<file path="src/rtl/jtag_pkg.sv">
// Shared constants, types and helpers for the test access port and its host
package jtag_pkg;

	// ****************************************************************
	// Widths and timing
	// ****************************************************************
	localparam int IR_W          = 8;   // Instruction register width
	localparam int ID_W          = 32;  // Identification register width
	localparam int BUF_W         = 128; // Core data buffer width
	localparam int CELLS_PER_IO  = 4;   // Boundary cells per pin
	localparam int CLK_PERIOD_NS = 40;  // System clock period
	localparam int TCK_PERIOD_NS = 320; // Default test clock period
	localparam int TCK_HALF_CYCLES = TCK_PERIOD_NS / (2 * CLK_PERIOD_NS);
	localparam int TLR_CLOCKS    = 5;   // Mode-high clocks for a reset

	// Boundary cell slots within one pin's group of four
	localparam int CELL_IN   = 0; // Pin input observe
	localparam int CELL_OUT  = 1; // Output data control
	localparam int CELL_OE   = 2; // Output enable control
	localparam int CELL_IN2  = 3; // Second input observe

	// ****************************************************************
	// Instruction codes
	// ****************************************************************
	localparam logic [7:0] OP_EXTEST   = 8'h00;
	localparam logic [7:0] OP_SAMPLE   = 8'h01;
	localparam logic [7:0] OP_CLAMP    = 8'h05;
	localparam logic [7:0] OP_HIGHZ    = 8'h07;
	localparam logic [7:0] OP_USERCODE = 8'h0e;
	localparam logic [7:0] OP_IDCODE   = 8'h0f;
	localparam logic [7:0] OP_BYPASS   = 8'hff;
	localparam logic [7:0] USER_LO     = 8'h10;
	localparam logic [7:0] USER_HI     = 8'h7f;
	localparam logic [7:0] PROG_LO     = 8'h80; // Core command range
	localparam logic [7:0] PROG_HI     = 8'hfe;
	localparam logic [7:0] IR_CAPTURE  = 8'h01; // Fixed capture pattern

	// ****************************************************************
	// Host register map (APB byte offsets) and fields
	// ****************************************************************
	localparam logic [11:0] REG_CTRL   = 12'h000;
	localparam logic [11:0] REG_STATUS = 12'h004;
	localparam logic [11:0] REG_TMS    = 12'h008;
	localparam logic [11:0] REG_TDI    = 12'h00c;
	localparam logic [11:0] REG_TDO    = 12'h010;
	localparam int CTRL_COUNT_MSB = 5;  // Bits to shift, 1..32
	localparam int CTRL_GO_BIT    = 8;  // Start a vector shift
	localparam int CTRL_TLR_BIT   = 9;  // Start a reset sequence
	localparam int CTRL_TRST_BIT  = 10; // Hold test reset pin low
	localparam int STAT_BUSY_BIT  = 0;

	// ****************************************************************
	// Types
	// ****************************************************************
	typedef enum logic [3:0] {
		TLR, RTI, SEL_DR, CAP_DR, SH_DR, EX1_DR, PA_DR, EX2_DR, UPD_DR,
		SEL_IR, CAP_IR, SH_IR, EX1_IR, PA_IR, EX2_IR, UPD_IR
	} tap_state_t;

	typedef enum logic [2:0] {
		DR_BYPASS, DR_ID, DR_USERCODE, DR_BSR, DR_USER, DR_BUFFER
	} dr_sel_t;

	typedef enum logic [1:0] {PH_IDLE, PH_LOW, PH_HIGH} host_phase_t;

	// Controller transition on one rising test clock edge
	function automatic tap_state_t tap_next(tap_state_t s, logic m);
		case (s)
			TLR:     return m ? TLR    : RTI;
			RTI:     return m ? SEL_DR : RTI;
			SEL_DR:  return m ? SEL_IR : CAP_DR;
			CAP_DR:  return m ? EX1_DR : SH_DR;
			SH_DR:   return m ? EX1_DR : SH_DR;
			EX1_DR:  return m ? UPD_DR : PA_DR;
			PA_DR:   return m ? EX2_DR : PA_DR;
			EX2_DR:  return m ? UPD_DR : SH_DR;
			UPD_DR:  return m ? SEL_DR : RTI;
			SEL_IR:  return m ? TLR    : CAP_IR;
			CAP_IR:  return m ? EX1_IR : SH_IR;
			SH_IR:   return m ? EX1_IR : SH_IR;
			EX1_IR:  return m ? UPD_IR : PA_IR;
			PA_IR:   return m ? EX2_IR : PA_IR;
			EX2_IR:  return m ? UPD_IR : SH_IR;
			UPD_IR:  return m ? SEL_DR : RTI;
			default: return TLR;
		endcase
	endfunction

	// Data register chosen by an instruction code
	function automatic dr_sel_t dr_select(logic [7:0] op);
		if (op >= USER_LO && op <= USER_HI)
			return DR_USER;
		if (op >= PROG_LO && op <= PROG_HI)
			return DR_BUFFER;
		case (op)
			OP_EXTEST, OP_SAMPLE: return DR_BSR;
			OP_IDCODE:            return DR_ID;
			OP_USERCODE:          return DR_USERCODE;
			default:              return DR_BYPASS;
		endcase
	endfunction

endpackage

</file>
<file path="src/rtl/jtag_link_if.sv">
// Test access link between the scan host and the device port
`timescale 1ns/1ns
interface jtag_link_if;
	logic tck;    // Test clock, made by the host
	logic tms;    // Mode select
	logic tdi;    // Serial data toward the device
	logic tdo;    // Serial data from the device
	logic tdo_oe; // Device drives tdo while high
	logic trst_n; // Optional test reset, active low

	// Device end
	modport device (
		input  tck,
		input  tms,
		input  tdi,
		input  trst_n,
		output tdo,
		output tdo_oe
	);

	// Host end
	modport host (
		output tck,
		output tms,
		output tdi,
		output trst_n,
		input  tdo,
		input  tdo_oe
	);
endinterface

</file>
<file path="src/rtl/scan_tap_device.sv">
// Device test access port with boundary scan and user fabric extension
`timescale 1ns/1ns
module scan_tap_device
	import jtag_pkg::*;
#(
	parameter int         NUM_IO    = 4,
	parameter logic [3:0] ID_VER    = 4'h1,     // Arbitrary value
	parameter logic [15:0] ID_PART  = 16'h0001, // Arbitrary value
	parameter logic [10:0] ID_MAKER = 11'h001,  // Arbitrary value
	parameter logic [31:0] USERCODE = 32'h0000_0000
)(
	input  wire logic                 pclk,
	input  wire logic                 presetn,
	jtag_link_if.device               link,
	input  wire logic                 device_reset_pin_n,
	// Fabric side of the user scan extension
	output logic [IR_W-1:0]           fabric_instruction_copy,
	output logic                      fabric_test_reset_n,
	output logic                      fabric_scan_in,
	output logic                      fabric_scan_clock,
	input  wire logic                 fabric_scan_return,
	output logic                      fabric_dr_shift_flag,
	output logic                      fabric_dr_capture_flag,
	output logic                      fabric_dr_update_flag,
	// Pins under boundary control
	input  wire logic [NUM_IO-1:0]    pad_in,
	output logic [NUM_IO-1:0]         pad_out,
	output logic [NUM_IO-1:0]         pad_oe,
	input  wire logic [NUM_IO-1:0]    core_pin_out,
	input  wire logic [NUM_IO-1:0]    core_pin_oe,
	// Controller core command path
	output logic [IR_W-1:0]           core_command,
	output logic [BUF_W-1:0]          core_data,
	output logic                      core_data_strobe,
	input  wire logic [BUF_W-1:0]     core_data_in,
	output logic                      programming_active
);

	// ****************************************************************
	// State
	// ****************************************************************
	localparam int BSR_W = NUM_IO * CELLS_PER_IO;
	localparam logic [ID_W-1:0] ID_VALUE = {ID_VER, ID_PART, ID_MAKER,
		1'b1};

	typedef struct packed {
		logic              tck_s1;  // Synchroniser first stages
		logic              tms_s1;
		logic              tdi_s1;
		logic              ret_s1;
		logic              tck_s2;  // Synchronised levels
		logic              tms_s2;
		logic              tdi_s2;
		logic              ret_s2;
		logic              tck_d;   // Previous clock level for edges
		tap_state_t        state;   // Controller state
		logic [IR_W-1:0]   ir;      // Active instruction
		logic [IR_W-1:0]   ir_shift; // Instruction shift stage
		logic [IR_W-1:0]   ir_copy; // Copy shown to the fabric
		logic              bypass;  // One-bit bypass stage
		logic [ID_W-1:0]   id_shift; // Identification / usercode
		logic [BSR_W-1:0]  bsr;     // Boundary shift stage
		logic [BSR_W-1:0]  bsr_upd; // Boundary parallel outputs
		logic [BUF_W-1:0]  buffer;  // Core data buffer shift stage
		logic [BUF_W-1:0]  data;    // Data handed to the core
		logic [IR_W-1:0]   command; // Command handed to the core
		logic              strobe;  // New command and data
		logic              tdo;
		logic              tdo_oe;
		logic              rst_n;   // Fabric reset, active low
		logic              shift_f;
		logic              cap_f;
		logic              upd_f;
		logic [NUM_IO-1:0] pad_out;
		logic [NUM_IO-1:0] pad_oe;
	} dev_state_t;

	dev_state_t r;      // Registered state
	dev_state_t next_r; // Next state
	logic       tap_rst_n; // Combined asynchronous reset
	logic       rise;   // Rising test clock seen this cycle
	logic       fall;   // Falling test clock seen this cycle
	dr_sel_t    sel;    // Data register chosen by the instruction
	logic       prog;   // Core command in progress

	// Any of the three resets holds the controller; the pins are
	// asynchronous, so release may land anywhere in a clock cycle
	assign tap_rst_n = presetn & link.trst_n & device_reset_pin_n;

	// Plain wires to the fabric, no logic in the path
	assign fabric_scan_in    = link.tdi;
	assign fabric_scan_clock = link.tck;

	assign rise = r.tck_s2 & ~r.tck_d;
	assign fall = ~r.tck_s2 & r.tck_d;
	assign sel  = dr_select(r.ir);
	assign prog = (sel == DR_BUFFER);

	// ****************************************************************
	// Next state
	// ****************************************************************
	always_comb
	begin
		next_r = r;
		// Two flip-flops on the clock, mode, data and fabric return inputs
		next_r.tck_s1 = link.tck;
		next_r.tms_s1 = link.tms;
		next_r.tdi_s1 = link.tdi;
		next_r.ret_s1 = fabric_scan_return;
		next_r.tck_s2 = r.tck_s1;
		next_r.tms_s2 = r.tms_s1;
		next_r.tdi_s2 = r.tdi_s1;
		next_r.ret_s2 = r.ret_s1;
		next_r.tck_d  = r.tck_s2;
		next_r.strobe = 1'b0;

		if (rise)
		begin
			// Mode sampled at the edge steers the controller
			next_r.state = tap_next(r.state, r.tms_s2);
			case (r.state)
				TLR:
				begin
					next_r.ir = OP_IDCODE;
				end
				CAP_IR:
				begin
					next_r.ir_shift = IR_CAPTURE;
				end
				SH_IR:
				begin
					// Instruction bits enter here
					next_r.ir_shift = {r.tdi_s2, r.ir_shift[IR_W-1:1]};
				end
				CAP_DR:
				begin
					next_r.bypass = 1'b0;
					if (sel == DR_ID)
						next_r.id_shift = ID_VALUE;
					else if (sel == DR_USERCODE)
						next_r.id_shift = USERCODE;
					else if (sel == DR_BUFFER)
						next_r.buffer = core_data_in;
					else if (sel == DR_BSR)
					begin
						// Parallel-in of every cell
						for (int i = 0; i < NUM_IO; i++)
						begin
							next_r.bsr[i*CELLS_PER_IO+CELL_IN]  = pad_in[i];
							next_r.bsr[i*CELLS_PER_IO+CELL_OUT] = r.pad_out[i];
							next_r.bsr[i*CELLS_PER_IO+CELL_OE]  = r.pad_oe[i];
							next_r.bsr[i*CELLS_PER_IO+CELL_IN2] = pad_in[i];
						end
					end
				end
				SH_DR:
				begin
					// Data bits enter the selected register
					case (sel)
						DR_ID, DR_USERCODE:
							next_r.id_shift = {r.tdi_s2, r.id_shift[ID_W-1:1]};
						DR_BSR:
							next_r.bsr = {r.tdi_s2, r.bsr[BSR_W-1:1]};
						DR_BUFFER:
							next_r.buffer = {r.tdi_s2, r.buffer[BUF_W-1:1]};
						default:
							next_r.bypass = r.tdi_s2;
					endcase
				end
				default:
				begin
				end
			endcase

			// Both change entering update-ir; the instruction also reloads on edges in TLR
			if (next_r.state == UPD_IR)
			begin
				next_r.ir      = r.ir_shift;
				next_r.ir_copy = r.ir_shift;
			end
			if (next_r.state == UPD_DR)
			begin
				if (sel == DR_BSR)
					next_r.bsr_upd = r.bsr;
				if (prog)
				begin
					// Core takes command and data together
					next_r.command = r.ir;
					next_r.data    = r.buffer;
					next_r.strobe  = 1'b1;
				end
			end
		end

		// Test output moves only on the falling clock
		if (fall)
		begin
			next_r.tdo_oe = (r.state == SH_DR) || (r.state == SH_IR);
			if (r.state == SH_IR)
				next_r.tdo = r.ir_shift[0];
			else
				case (sel)
					DR_ID, DR_USERCODE: next_r.tdo = r.id_shift[0];
					DR_BSR:    next_r.tdo = r.bsr[0];
					DR_BUFFER: next_r.tdo = r.buffer[0];
					DR_USER:   next_r.tdo = r.ret_s2;
					default:   next_r.tdo = r.bypass;
				endcase
		end

		// Fabric phase flags follow the state, silent while programming
		next_r.rst_n   = (next_r.state != TLR);
		next_r.shift_f = (next_r.state == SH_DR) & ~prog;
		next_r.cap_f   = (next_r.state == CAP_DR) & ~prog;
		next_r.upd_f   = (next_r.state == UPD_DR) & ~prog;

		// Pin control: boundary cells in extest and clamp, off in highz
		for (int i = 0; i < NUM_IO; i++)
		begin
			if (r.ir == OP_HIGHZ)
			begin
				next_r.pad_out[i] = 1'b0;
				next_r.pad_oe[i]  = 1'b0;
			end
			else if (r.ir == OP_EXTEST || r.ir == OP_CLAMP)
			begin
				next_r.pad_out[i] = r.bsr_upd[i*CELLS_PER_IO+CELL_OUT];
				next_r.pad_oe[i]  = r.bsr_upd[i*CELLS_PER_IO+CELL_OE];
			end
			else
			begin
				next_r.pad_out[i] = core_pin_out[i];
				next_r.pad_oe[i]  = core_pin_oe[i];
			end
		end
	end

	// ****************************************************************
	// Registers
	// ****************************************************************
	always_ff @(posedge pclk or negedge tap_rst_n)
	begin
		if (!tap_rst_n)
		begin
			r       <= '0;
			r.state <= TLR;
			r.ir    <= OP_IDCODE;
			r.ir_copy <= OP_IDCODE;
		end
		else
			r <= next_r;
	end

	// ****************************************************************
	// Outputs
	// ****************************************************************
	assign link.tdo               = r.tdo;
	assign link.tdo_oe            = r.tdo_oe;
	assign fabric_instruction_copy = r.ir_copy;
	assign fabric_test_reset_n    = r.rst_n;
	assign fabric_dr_shift_flag   = r.shift_f;
	assign fabric_dr_capture_flag = r.cap_f;
	assign fabric_dr_update_flag  = r.upd_f;
	assign pad_out                = r.pad_out;
	assign pad_oe                 = r.pad_oe;
	assign core_command           = r.command;
	assign core_data              = r.data;
	assign core_data_strobe       = r.strobe;
	assign programming_active     = prog;

endmodule

</file>
<file path="src/flat_wrapper.sv">
// flat-port wrapper written by rule: the top's interface ports become plain ports
module scan_tap_device_flat import jtag_pkg::*;
#(
	parameter int         NUM_IO    = 4,
	parameter logic [3:0] ID_VER    = 4'h1,                       
	parameter logic [15:0] ID_PART  = 16'h0001,                   
	parameter logic [10:0] ID_MAKER = 11'h001,                    
	parameter logic [31:0] USERCODE = 32'h0000_0000
)
  (pclk, presetn, device_reset_pin_n, fabric_instruction_copy, fabric_test_reset_n, fabric_scan_in, fabric_scan_clock, fabric_scan_return, fabric_dr_shift_flag, fabric_dr_capture_flag, fabric_dr_update_flag, pad_in, pad_out, pad_oe, core_pin_out, core_pin_oe, core_command, core_data, core_data_strobe, core_data_in, programming_active, link_tck, link_tms, link_tdi, link_trst_n, link_tdo, link_tdo_oe);
  jtag_link_if link_i ();
  input  wire logic pclk;
  input  wire logic presetn;
  input  wire logic device_reset_pin_n;
  output logic [IR_W-1:0] fabric_instruction_copy;
  output logic fabric_test_reset_n;
  output logic fabric_scan_in;
  output logic fabric_scan_clock;
  input  wire logic fabric_scan_return;
  output logic fabric_dr_shift_flag;
  output logic fabric_dr_capture_flag;
  output logic fabric_dr_update_flag;
  input  wire logic [NUM_IO-1:0] pad_in;
  output logic [NUM_IO-1:0] pad_out;
  output logic [NUM_IO-1:0] pad_oe;
  input  wire logic [NUM_IO-1:0] core_pin_out;
  input  wire logic [NUM_IO-1:0] core_pin_oe;
  output logic [IR_W-1:0] core_command;
  output logic [BUF_W-1:0] core_data;
  output logic core_data_strobe;
  input  wire logic [BUF_W-1:0] core_data_in;
  output logic programming_active;
  input wire logic [$bits(link_i.tck)-1:0] link_tck;
  input wire logic [$bits(link_i.tms)-1:0] link_tms;
  input wire logic [$bits(link_i.tdi)-1:0] link_tdi;
  input wire logic [$bits(link_i.trst_n)-1:0] link_trst_n;
  output wire logic [$bits(link_i.tdo)-1:0] link_tdo;
  output wire logic [$bits(link_i.tdo_oe)-1:0] link_tdo_oe;
  assign link_i.tck = link_tck;
  assign link_i.tms = link_tms;
  assign link_i.tdi = link_tdi;
  assign link_i.trst_n = link_trst_n;
  assign link_tdo = link_i.tdo;
  assign link_tdo_oe = link_i.tdo_oe;
  scan_tap_device #(.NUM_IO(NUM_IO), .ID_VER(ID_VER), .ID_PART(ID_PART), .ID_MAKER(ID_MAKER), .USERCODE(USERCODE)) u_core (.pclk(pclk), .presetn(presetn), .link(link_i), .device_reset_pin_n(device_reset_pin_n), .fabric_instruction_copy(fabric_instruction_copy), .fabric_test_reset_n(fabric_test_reset_n), .fabric_scan_in(fabric_scan_in), .fabric_scan_clock(fabric_scan_clock), .fabric_scan_return(fabric_scan_return), .fabric_dr_shift_flag(fabric_dr_shift_flag), .fabric_dr_capture_flag(fabric_dr_capture_flag), .fabric_dr_update_flag(fabric_dr_update_flag), .pad_in(pad_in), .pad_out(pad_out), .pad_oe(pad_oe), .core_pin_out(core_pin_out), .core_pin_oe(core_pin_oe), .core_command(core_command), .core_data(core_data), .core_data_strobe(core_data_strobe), .core_data_in(core_data_in), .programming_active(programming_active));
endmodule
</file>
<file path="config.mk">
export PLATFORM = sky130hd
export DESIGN_NAME = scan_tap_device_flat
export DESIGN_NICKNAME = d
export VERILOG_FILES = /design/src/rtl/jtag_pkg.sv /design/src/rtl/jtag_link_if.sv /design/src/rtl/scan_tap_device.sv /design/src/flat_wrapper.sv
export SDC_FILE = /design/constraint.sdc
export NUM_CORES = 1
export LEC_CHECK = 0
export ABC_AREA = 1
export ABC_CLOCK_PERIOD_IN_PS = 14850
export BUFFER_PORTS_ARGS = -buffer_cell sky130_fd_sc_hd__buf_2
export CAP_MARGIN = 20
export CORE_AREA = 2 2 187 189
export CTS_CLUSTER_SIZE = 40
export DETAILED_ROUTE_END_ITERATION = 7
export DIE_AREA = 0 0 189 191
export HOLD_SLACK_MARGIN = 0.15
export PLACE_DENSITY = 0.82
export SYNTH_ARGS = -nofsm -noshare
export SYNTH_HDL_FRONTEND = slang
export SYNTH_SLANG_ARGS = --single-unit
</file>
<file path="constraint.sdc">
create_clock -name pclk -period 14.85 [get_ports pclk]
set_input_delay 2.97 -clock pclk [delete_from_list [all_inputs] [get_ports pclk]]
set_output_delay 2.97 -clock pclk [all_outputs]
set_load 0.1 [all_outputs]
</file>
# Word level (Yosys, flattened, before mapping)
# Cells that the tools add are included.
# word_totals
regBits	381
latch_bits	0
mem_bits_rw	0
mem_bits_ro	0
in_bits	148
out_inout_bits	162
elab_cells	172
mem_count	0
# classes
addsub	0
multipliers	0
n_div	0
n_lt_le_gt_ge	4
n_eq_ne	40
shift	0
mux	64
bitwise	10
reduce_logical	25
# ops
operator	n
128-bit two-way mux	4
358-bit two-way mux	1
137-bit two-way mux	2
128-bit case mux with 2 select lines	1
16-bit two-way mux	7
49-bit case mux with 2 select lines	1
32-bit two-way mux	3
4-bit case mux with 12 select lines	1
4-bit == test, second input constant	11
1-bit two-way mux	24
8-bit two-way mux	3
4-bit by 3-bit == test with 1-bit output, second input constant	5
4-bit two-way mux	5
3-bit two-way mux	6
8-bit by 3-bit == test with 1-bit output, second input constant	2
8-bit by 4-bit == test with 1-bit output, second input constant	2
8-bit case mux with 2 select lines	1
4-bit by 2-bit == test with 1-bit output, second input constant	3
2-bit != test, second input constant	5
3-bit AND reduction	3
8-bit by 1-bit == test with 1-bit output, second input constant	1
8-bit by 5-bit greater-or-equal comparator with 1-bit output, second input constant	1
8-bit greater-or-equal comparator, second input constant	1
8-bit by 7-bit <= comparator with 1-bit output, second input constant	1
25 further kinds	49

# Longest topological paths before layout
# Gate-level depths: netlist (run 1).
# logic_depth
depth_word	15
depth_mapped	14
depth_no_buf	12

# Worst setup path after synthesis (run 1)
# No wires, ideal clock.
# synth_path
kind	input-to-output
from	in link_tck
to	out fabric_scan_clock
arrival_time_ps	3233
required_time_ps	11880
setup_slack_ps	8647
cell_stages	1
n_path_buf	1
cell_sequence	buf_4
# synth_rtl
item	line_no	rtl
from (decl)	flat_wrapper.sv:33	input wire logic [$bits(link_i.tck)-1:0] link_tck;
to (decl)	flat_wrapper.sv:18	output logic fabric_scan_clock;
# No word-level cell between the ends.

# Worst setup path in the final report (run 1)
# layout_path
from	in link_tck
to	out fabric_scan_clock
# No word-level cell between the ends.

==> results of run 1 <==
through the flow:
step / setup slack (ns) / total power [mW] / hold slack (ns) / cell area (sq um) / cells
6_report: 8.41 / 3.01 / 0.351 / 19100 / 2612
5_1_grt: 8.40 / 3.17 / 0.361 / 19100 / 2612
4_1_cts: 8.41 / 3.02 / 0.352 / 19000 / 2609
3_5_place_dp: 8.41 / 2.02 / 0.337 / 17700 / 2539
3_3_place_gp: 8.41 / 2.01 / 0.336 / 17700 / 2538
2_1_floorplan: 5.69 / 1.85 / 0.331 / 17200 / 2045
routing by layer:
metal | vias to the layer above | track usage
met4 | 2 | 0.0808
li1 | 6736 | -
met5 | - | 0
met1 | 6931 | 0.315
met3 | 100 | 0.0338
met2 | 619 | 0.378
how the worst max path moves through the flow:
stage | from | endpoint | cells past startpoint
after global placement | link_tck | fabric_scan_clock | 2
after CTS | link_tdi | fabric_scan_in | 2
after detailed placement | link_tdi | fabric_scan_in | 2
final | link_tck | fabric_scan_clock | 2
after global routing | link_tdi | fabric_scan_in | 2
after floorplan | presetn | u_core.core_command[0] | 1
cells in the final DEF (no fill, tap or decap), drive strengths merged, types with 3 or more instances in the layout:
| cell | synthesis | routed |
|---|---|---|
| bufinv | 0 | 3 |
| inv | 52 | 54 |
| nand3 | 68 | 68 |
| clkinv | 1 | 8 |
| nand2 | 754 | 754 |
| clkinvlp | 0 | 3 |
| nand4 | 146 | 146 |
| a31oi | 140 | 140 |
| dfrtp | 365 | 365 |
| a21oi | 10 | 10 |
| nor2 | 173 | 173 |
| dfstp | 8 | 8 |
| buf | 230 | 329 |
| clkbuf | 58 | 55 |
| o21ai | 33 | 33 |
synth_stat cells (all sizes together):
library cell | number | area, sq um
and3 | 1 | 6.26
a31oi | 140 | 876
buf | 230 | 1550
o21ai | 33 | 165
nor2 | 173 | 677
clkinv | 1 | 3.75
dfrtp | 365 | 9130
nand3 | 68 | 345
clkbuf | 58 | 218
mux2i | 1 | 10.0
o22ai | 1 | 6.26
nand2 | 754 | 2830
inv | 52 | 195
nor2b | 1 | 6.26
dfstp | 8 | 210
a21oi | 10 | 50.1
nand4 | 146 | 913
o211ai | 1 | 7.51
nor3 | 1 | 5.00
and2 | 1 | 6.26
cell families (layout without fill, tap and decap cells):
logic type | Yosys count | count (layout)
buffers and inverters | 341 | 452
AOI/OAI and AO/OA | 185 | 185
DFF | 373 | 373
other | 0 | 1
and+or+nand+nor | 1145 | 1145
muxes | 1 | 1
layout make-up:
type                    count  area [sq um]  share of cell area
flip-flops and latches    373          9340               0.489
clock inverters            15           176             0.00924
inverters                  53           206              0.0108
clock buffers              55          1140              0.0596
repair buffers            329          1730              0.0905
well taps                 455           569              0.0298
multi-input cells        1331          5930               0.311
diodes                      1          2.50            0.000131
state kept, by name (all words and copies together) (netlist names), 4 cells and up:
name                            count
u_core.core_command                 8
u_core.core_data                  128
u_core.fabric_instruction_copy      8
u_core.next_r                       5
u_core.pad_oe                       4
u_core.pad_out                      4
u_core.r                          209
report_power, final:
| group | switching [mW] | internal (mW) |
|---|---|---|
| Sequential | 0.0533 | 1.09 |
| Combinational | 0.708 | 0.174 |
| Clock | 0.400 | 0.589 |
| Total | 1.16 | 1.85 |
==> results.tsv, run 1 <==
stage	metric	value	unit
global_routing	grt_first_pass_wirelength	67900	microns
synth	synthXorXnorAreaFrac	0	
floorplan	coreArea	0.0341	sq mm
floorplan	dieArea	0.0361	sq mm
drt	wl_met1	17900	microns
placement	dpl.hpwl	27100	microns
critical_path	rr_worst_depth	10	
drt	topRoutingLayerUsed	met5	
drt	dr_wl_met3	2990	microns
critical_path	path_max_fanout	2	
clock_tree	cts_tree	done	
pwr	p_leak	10.2	nW
timing	rsz0062_at_grt	no	
floorplan	fp-row-count	68	
synth	synth_area	0.0172	sq mm
clock_tree	h-tree-depth	2	
timing	maxSlewHeadroom	0.283	
timing	period_needed	6.44	ns
clock_tree	cts_hold_buf	0	
timing	hold_viol_final	0	
cells_and_area	drive_above_1_share	0.193	
clock_tree	path_clk_slew	0.06	ns
synth	synth_top_family_by_area	simple AND/OR/NAND/NOR gates	
clock_tree	cts_inserted_buffers	40	
cells_and_area	fillCellCount	2993	
critical_path	rrSetupSlack	10.68	ns
global_routing	first_global_vias	13400	
hold_path	hold_path_class	reg -> reg	
drt	vias	14400	
timing	max_freq	0.155	GHz
drt	viasPerCell	5.51	
synth	yosys.area_share.simple	0.278	
critical_path	cp-end-kind	primary output	
critical_path	path_buf_inv	2	
floorplan	die-width	189	microns
floorplan	ioPinCount	310	
clock_tree	root_buffer	clkbuf_16	
status	status	completed	
synth	syn-instance-count	2045	
floorplan	die_y	191	microns
drt	finalWirelength	42700	microns
critical_path	path_class	in -> out	
hold_path	min_to	u_core.r[374]	
drt	met2_length	20700	microns
clock_tree	clk-insertion-delay-late	0.54	ns
clock_tree	cts.sinks	373	
placement	gp_congestion	0.874	
clock_tree	cts_setup_buffers	0	
critical_path	crit-reg2reg-launch	u_core.r[368]	
cells_and_area	area_growth	10.9	%
global_routing	grt_overflow	0	
pwr	ir_worst_vdd	0.150	mV
drt	routedWlPerCell	16.4	microns
timing	tightest_slew	1.08	ns
drt	first_iter_violations	1550	
critical_path	crit_slowest_cell	buf_2	
synth	yosysWarnings	0	
clock_tree	clock_path_buffers	3	
hold_path	min_delay_path_depth	0	
critical_path	cpMostUsedCell	buf_2	
synth	synth_nets	2193	
flow_run	cap_violations	0	
clock_tree	post_cts_resized	0	
timing	slew_viol_final	0	
drt	ant_nets	0	
synth	synth_mux_area_frac	0.000581	
synth	ys_seq_area_frac	0.543	
critical_path	critPathLaunchType	input port	
critical_path	path_cells	buf_2 -> buf_2	
placement	port_buffers	309	
drt	firstDrtPassIters	5	
drt	drcViolationCount	0	
synth	syn_avg_cell_area	8.42	sq um
synth	synthAdderAreaFrac	0	
critical_path	critPathTopFamily	buffers and inverters	
pwr	power_density	158	mW/mm^2
synth	synth_compound_area_frac	0.0642	
floorplan	start_util	0.505	
timing	setup_viol	0	
critical_path	crit_required	11.88	ns
timing	fin_skew	0.0213	ns
synth	ys_types	28	
cells_and_area	post-route-util	0.560	
hold_path	min-delay-start	u_core.next_r[374]	
timing	setup_tns	0	ns
global_routing	track_usage	0.231	
global_routing	grt_max_degree	117	
cells_and_area	final_nets	2276	
critical_path	cp.arrival	3.47	ns
global_routing	antenna_found_initial	2	
synth	ys_ff_latch	373	
critical_path	r2r_end	u_core.core_data[127]	
critical_path	slowest_delay	0.41	ns
timing	post-route-period-util	0.433	
No activity file was read; power rests on OpenSTA's default activity.
==> run 2, diff against run 1 <==
--- a/config.mk
+++ b/config.mk
@@ -6,7 +6,7 @@
 export NUM_CORES = 1
 export LEC_CHECK = 0
 export ABC_AREA = 1
-export ABC_CLOCK_PERIOD_IN_PS = 14850
+export ABC_CLOCK_PERIOD_IN_PS = 5500
 export BUFFER_PORTS_ARGS = -buffer_cell sky130_fd_sc_hd__buf_2
 export CAP_MARGIN = 20
 export CORE_AREA = 2 2 187 189
==> constraint.sdc (replaced) <==
create_clock -name pclk -period 5.5 [get_ports pclk]
set_input_delay 1.1 -clock pclk [delete_from_list [all_inputs] [get_ports pclk]]
set_output_delay 1.1 -clock pclk [all_outputs]
set_load 0.1 [all_outputs]
==> results.tsv, run 2 (same netlist as run 1, synthesis figures left out) <==
stage	metric	value	unit	change
drt	viasPerCell	5.50		-0.12%
placement	dpl.hpwl	27500	microns	+1.4%
global_routing	first_global_vias	13900		+3.5%
timing	fin_skew	0.0208	ns	-0.000454 ns
cells_and_area	multi_input_area	0.00593	sq mm	unchanged
floorplan	fp-row-count	68		unchanged
clock_tree	path_clk_slew	0.06	ns	about the same
global_routing	antenna_found_initial	2		unchanged
global_routing	gr-usage-met3	0.0336		-0.000184
floorplan	ioPinCount	310		unchanged
drt	firstDrtPassIters	6		+1
drt	ant_nets	0		unchanged
timing	maxSlewHeadroom	0.280		-0.00270
floorplan	coreArea	0.0341	sq mm	unchanged
timing	setup_tns	0	ns	unchanged
cells_and_area	final_common_cell	nand2_1		
floorplan	start_util	0.505		unchanged
critical_path	critPathLaunchType	flop		
timing	setup_viol	0		unchanged
drt	finalWirelength	43000	microns	+0.57%
timing	post-route-period-util	0.729		
pwr	combPwrFrac	0.294		about the same
critical_path	path_max_fanout	84		+82
pwr	power_switching	3.16	mW	+170%
drt	drcViolationCount	0		unchanged
timing	setup_slack	1.49	ns	-6.92 ns
timing	slew_viol_final	0		unchanged
critical_path	crit_required	5.95	ns	-5.93 ns
cells_and_area	seqCellArea	0.00934	sq mm	unchanged
drt	routedWlPerCell	16.4	microns	+0.50%
cells_and_area	fillCellCount	3029		+1.2%
pwr	p_seq_frac	0.378		about the same
placement	post-place-ws	1.65	ns	-6.76 ns
clock_tree	cts_inserted_buffers	39		-2.5%
placement	dpl.cell_count	2540		+0.039%
clock_tree	cts.sinks	373		unchanged
cells_and_area	area_growth	10.9	%	about the same
global_routing	track_usage	0.237		+0.00614
floorplan	die-width	189	microns	unchanged
global_routing	grt_max_degree	117		unchanged
pwr	clockPowerShare	0.328		about the same
global_routing	gr-usage-met1	0.326		+0.0110
pwr	ir_worst_vdd	0.456	mV	+200%
placement	port_buffers	309		unchanged
critical_path	path_class	reg -> reg		
clock_tree	h-tree-depth	2		unchanged
cells_and_area	largest-register	u_core.r		
timing	period_needed	4.01	ns	
placement	gp_congestion	0.891		+1.9%
clock_tree	root_buffer	clkbuf_16		
clock_tree	cts_setup_buffers	0		unchanged
clock_tree	clk-insertion-delay-late	0.53	ns	about the same
drt	vias	14400		-0.042%
timing	hold_viol_final	0		unchanged
global_routing	grt_first_pass_wirelength	70200	microns	+3.3%
global_routing	busiest_layer	met2		
timing	rsz0062_at_grt	no		
clock_tree	cts_hold_buf	0		unchanged
pwr	internal_power	4.99	mW	+170%
pwr	switching_share	0.388		+0.00215
drt	first_iter_violations	1206		-22%
cells_and_area	largest_reg_flops	209		unchanged
pwr	power_density	427	mW/mm^2	+170%
cells_and_area	final_cell_mix	nand2_1, dfrtp_1, buf_2, nor2_1, nand4_1		
clock_tree	post_cts_resized	0		unchanged
cells_and_area	drive_above_1_share	0.194		+0.000464
cells_and_area	final_cells	2614		+0.077%
global_routing	grt_overflow	0		unchanged
timing	tightest_slew	1.08	ns	+0.00405 ns
clock_tree	clock_path_buffers	3		unchanged
flow_run	cap_violations	0		unchanged
cells_and_area	final_nets	2275		-0.044%
hold_path	hold_path_class	reg -> reg		
timing	max_freq	0.249	GHz	
floorplan	die_y	191	microns	unchanged
critical_path	cp-end-kind	flop		
clock_tree	cts_tree	done		
pwr	p_leak	10.2	nW	about the same
critical_path	cp.arrival	4.46	ns	+0.99 ns
floorplan	dieArea	0.0361	sq mm	unchanged
global_routing	grt_use_met2	0.383		+0.00423
status	status	completed		
-- run 2: final cells by class --
class / count / area share
diodes: 3 / 0.000393
well taps: 455 / 0.0298
inverters: 53 / 0.0108
multi-input cells: 1331 / 0.311
flip-flops and latches: 373 / 0.489
clock buffers: 57 / 0.0615
repair buffers: 329 / 0.0900
clock inverters: 13 / 0.00734
-- run 2: layer usage --
layer | vias to the layer above | share of wire
met5 | - | 0
met4 | 0 | 0.035
met3 | 96 | 0.072
met2 | 609 | 0.47
met1 | 6939 | 0.42
li1 | 6738 | -
-- run 2: power by group through the flow --
stage	logic (mW)	registers (mW)	clock network (mW)
6_report	2.40	3.08	2.67
2_1_floorplan	1.81	3.18	0
5_1_grt	2.63	3.10	2.84
3_5_place_dp	2.36	3.12	0
3_3_place_gp	2.31	3.11	0
4_1_cts	2.38	3.08	2.71
-- run 2: final timing paths --
kind	startpoint	to	slack, ns	cells after the start
setup / recovery	u_core.r[368]	u_core.core_data[78]	1.49	10
setup reg to reg	u_core.r[368]	u_core.core_data[78]	1.49	10
hold reg to reg	u_core.next_r[375]	u_core.r[375]	0.35	0
hold / removal	u_core.next_r[375]	u_core.r[375]	0.35	0
max in group asynchronous	device_reset_pin_n	u_core.core_data[79]	3.42	3
min in group asynchronous	link_trst_n	u_core.core_data[124]	0.91	2
-- run 2: stage by stage --
step | hold WS [ns] | area [sq um] | util | total power [mW]
after global placement | 0.334 | 17800 | 0.521 | 5.43
after global routing | 0.363 | 19100 | 0.560 | 8.58
final | 0.351 | 19100 | 0.560 | 8.14
after detailed placement | 0.338 | 17800 | 0.521 | 5.49
after CTS | 0.352 | 19100 | 0.559 | 8.17
after floorplan | 0.331 | 17200 | - | 4.99
-- run 2: worst max-delay path, cell delays in order (launching register included) --
cell and delay, ns:
dfrtp_1 0.61, nor2_1 0.18, nand2_4 0.57, nand2_1 0.19
nor2b_1 0.23, nand2_1 0.15, nor2_4 0.14, buf_4 0.55
buf_4 0.85, nand4_1 0.22, nand2_1 0.15
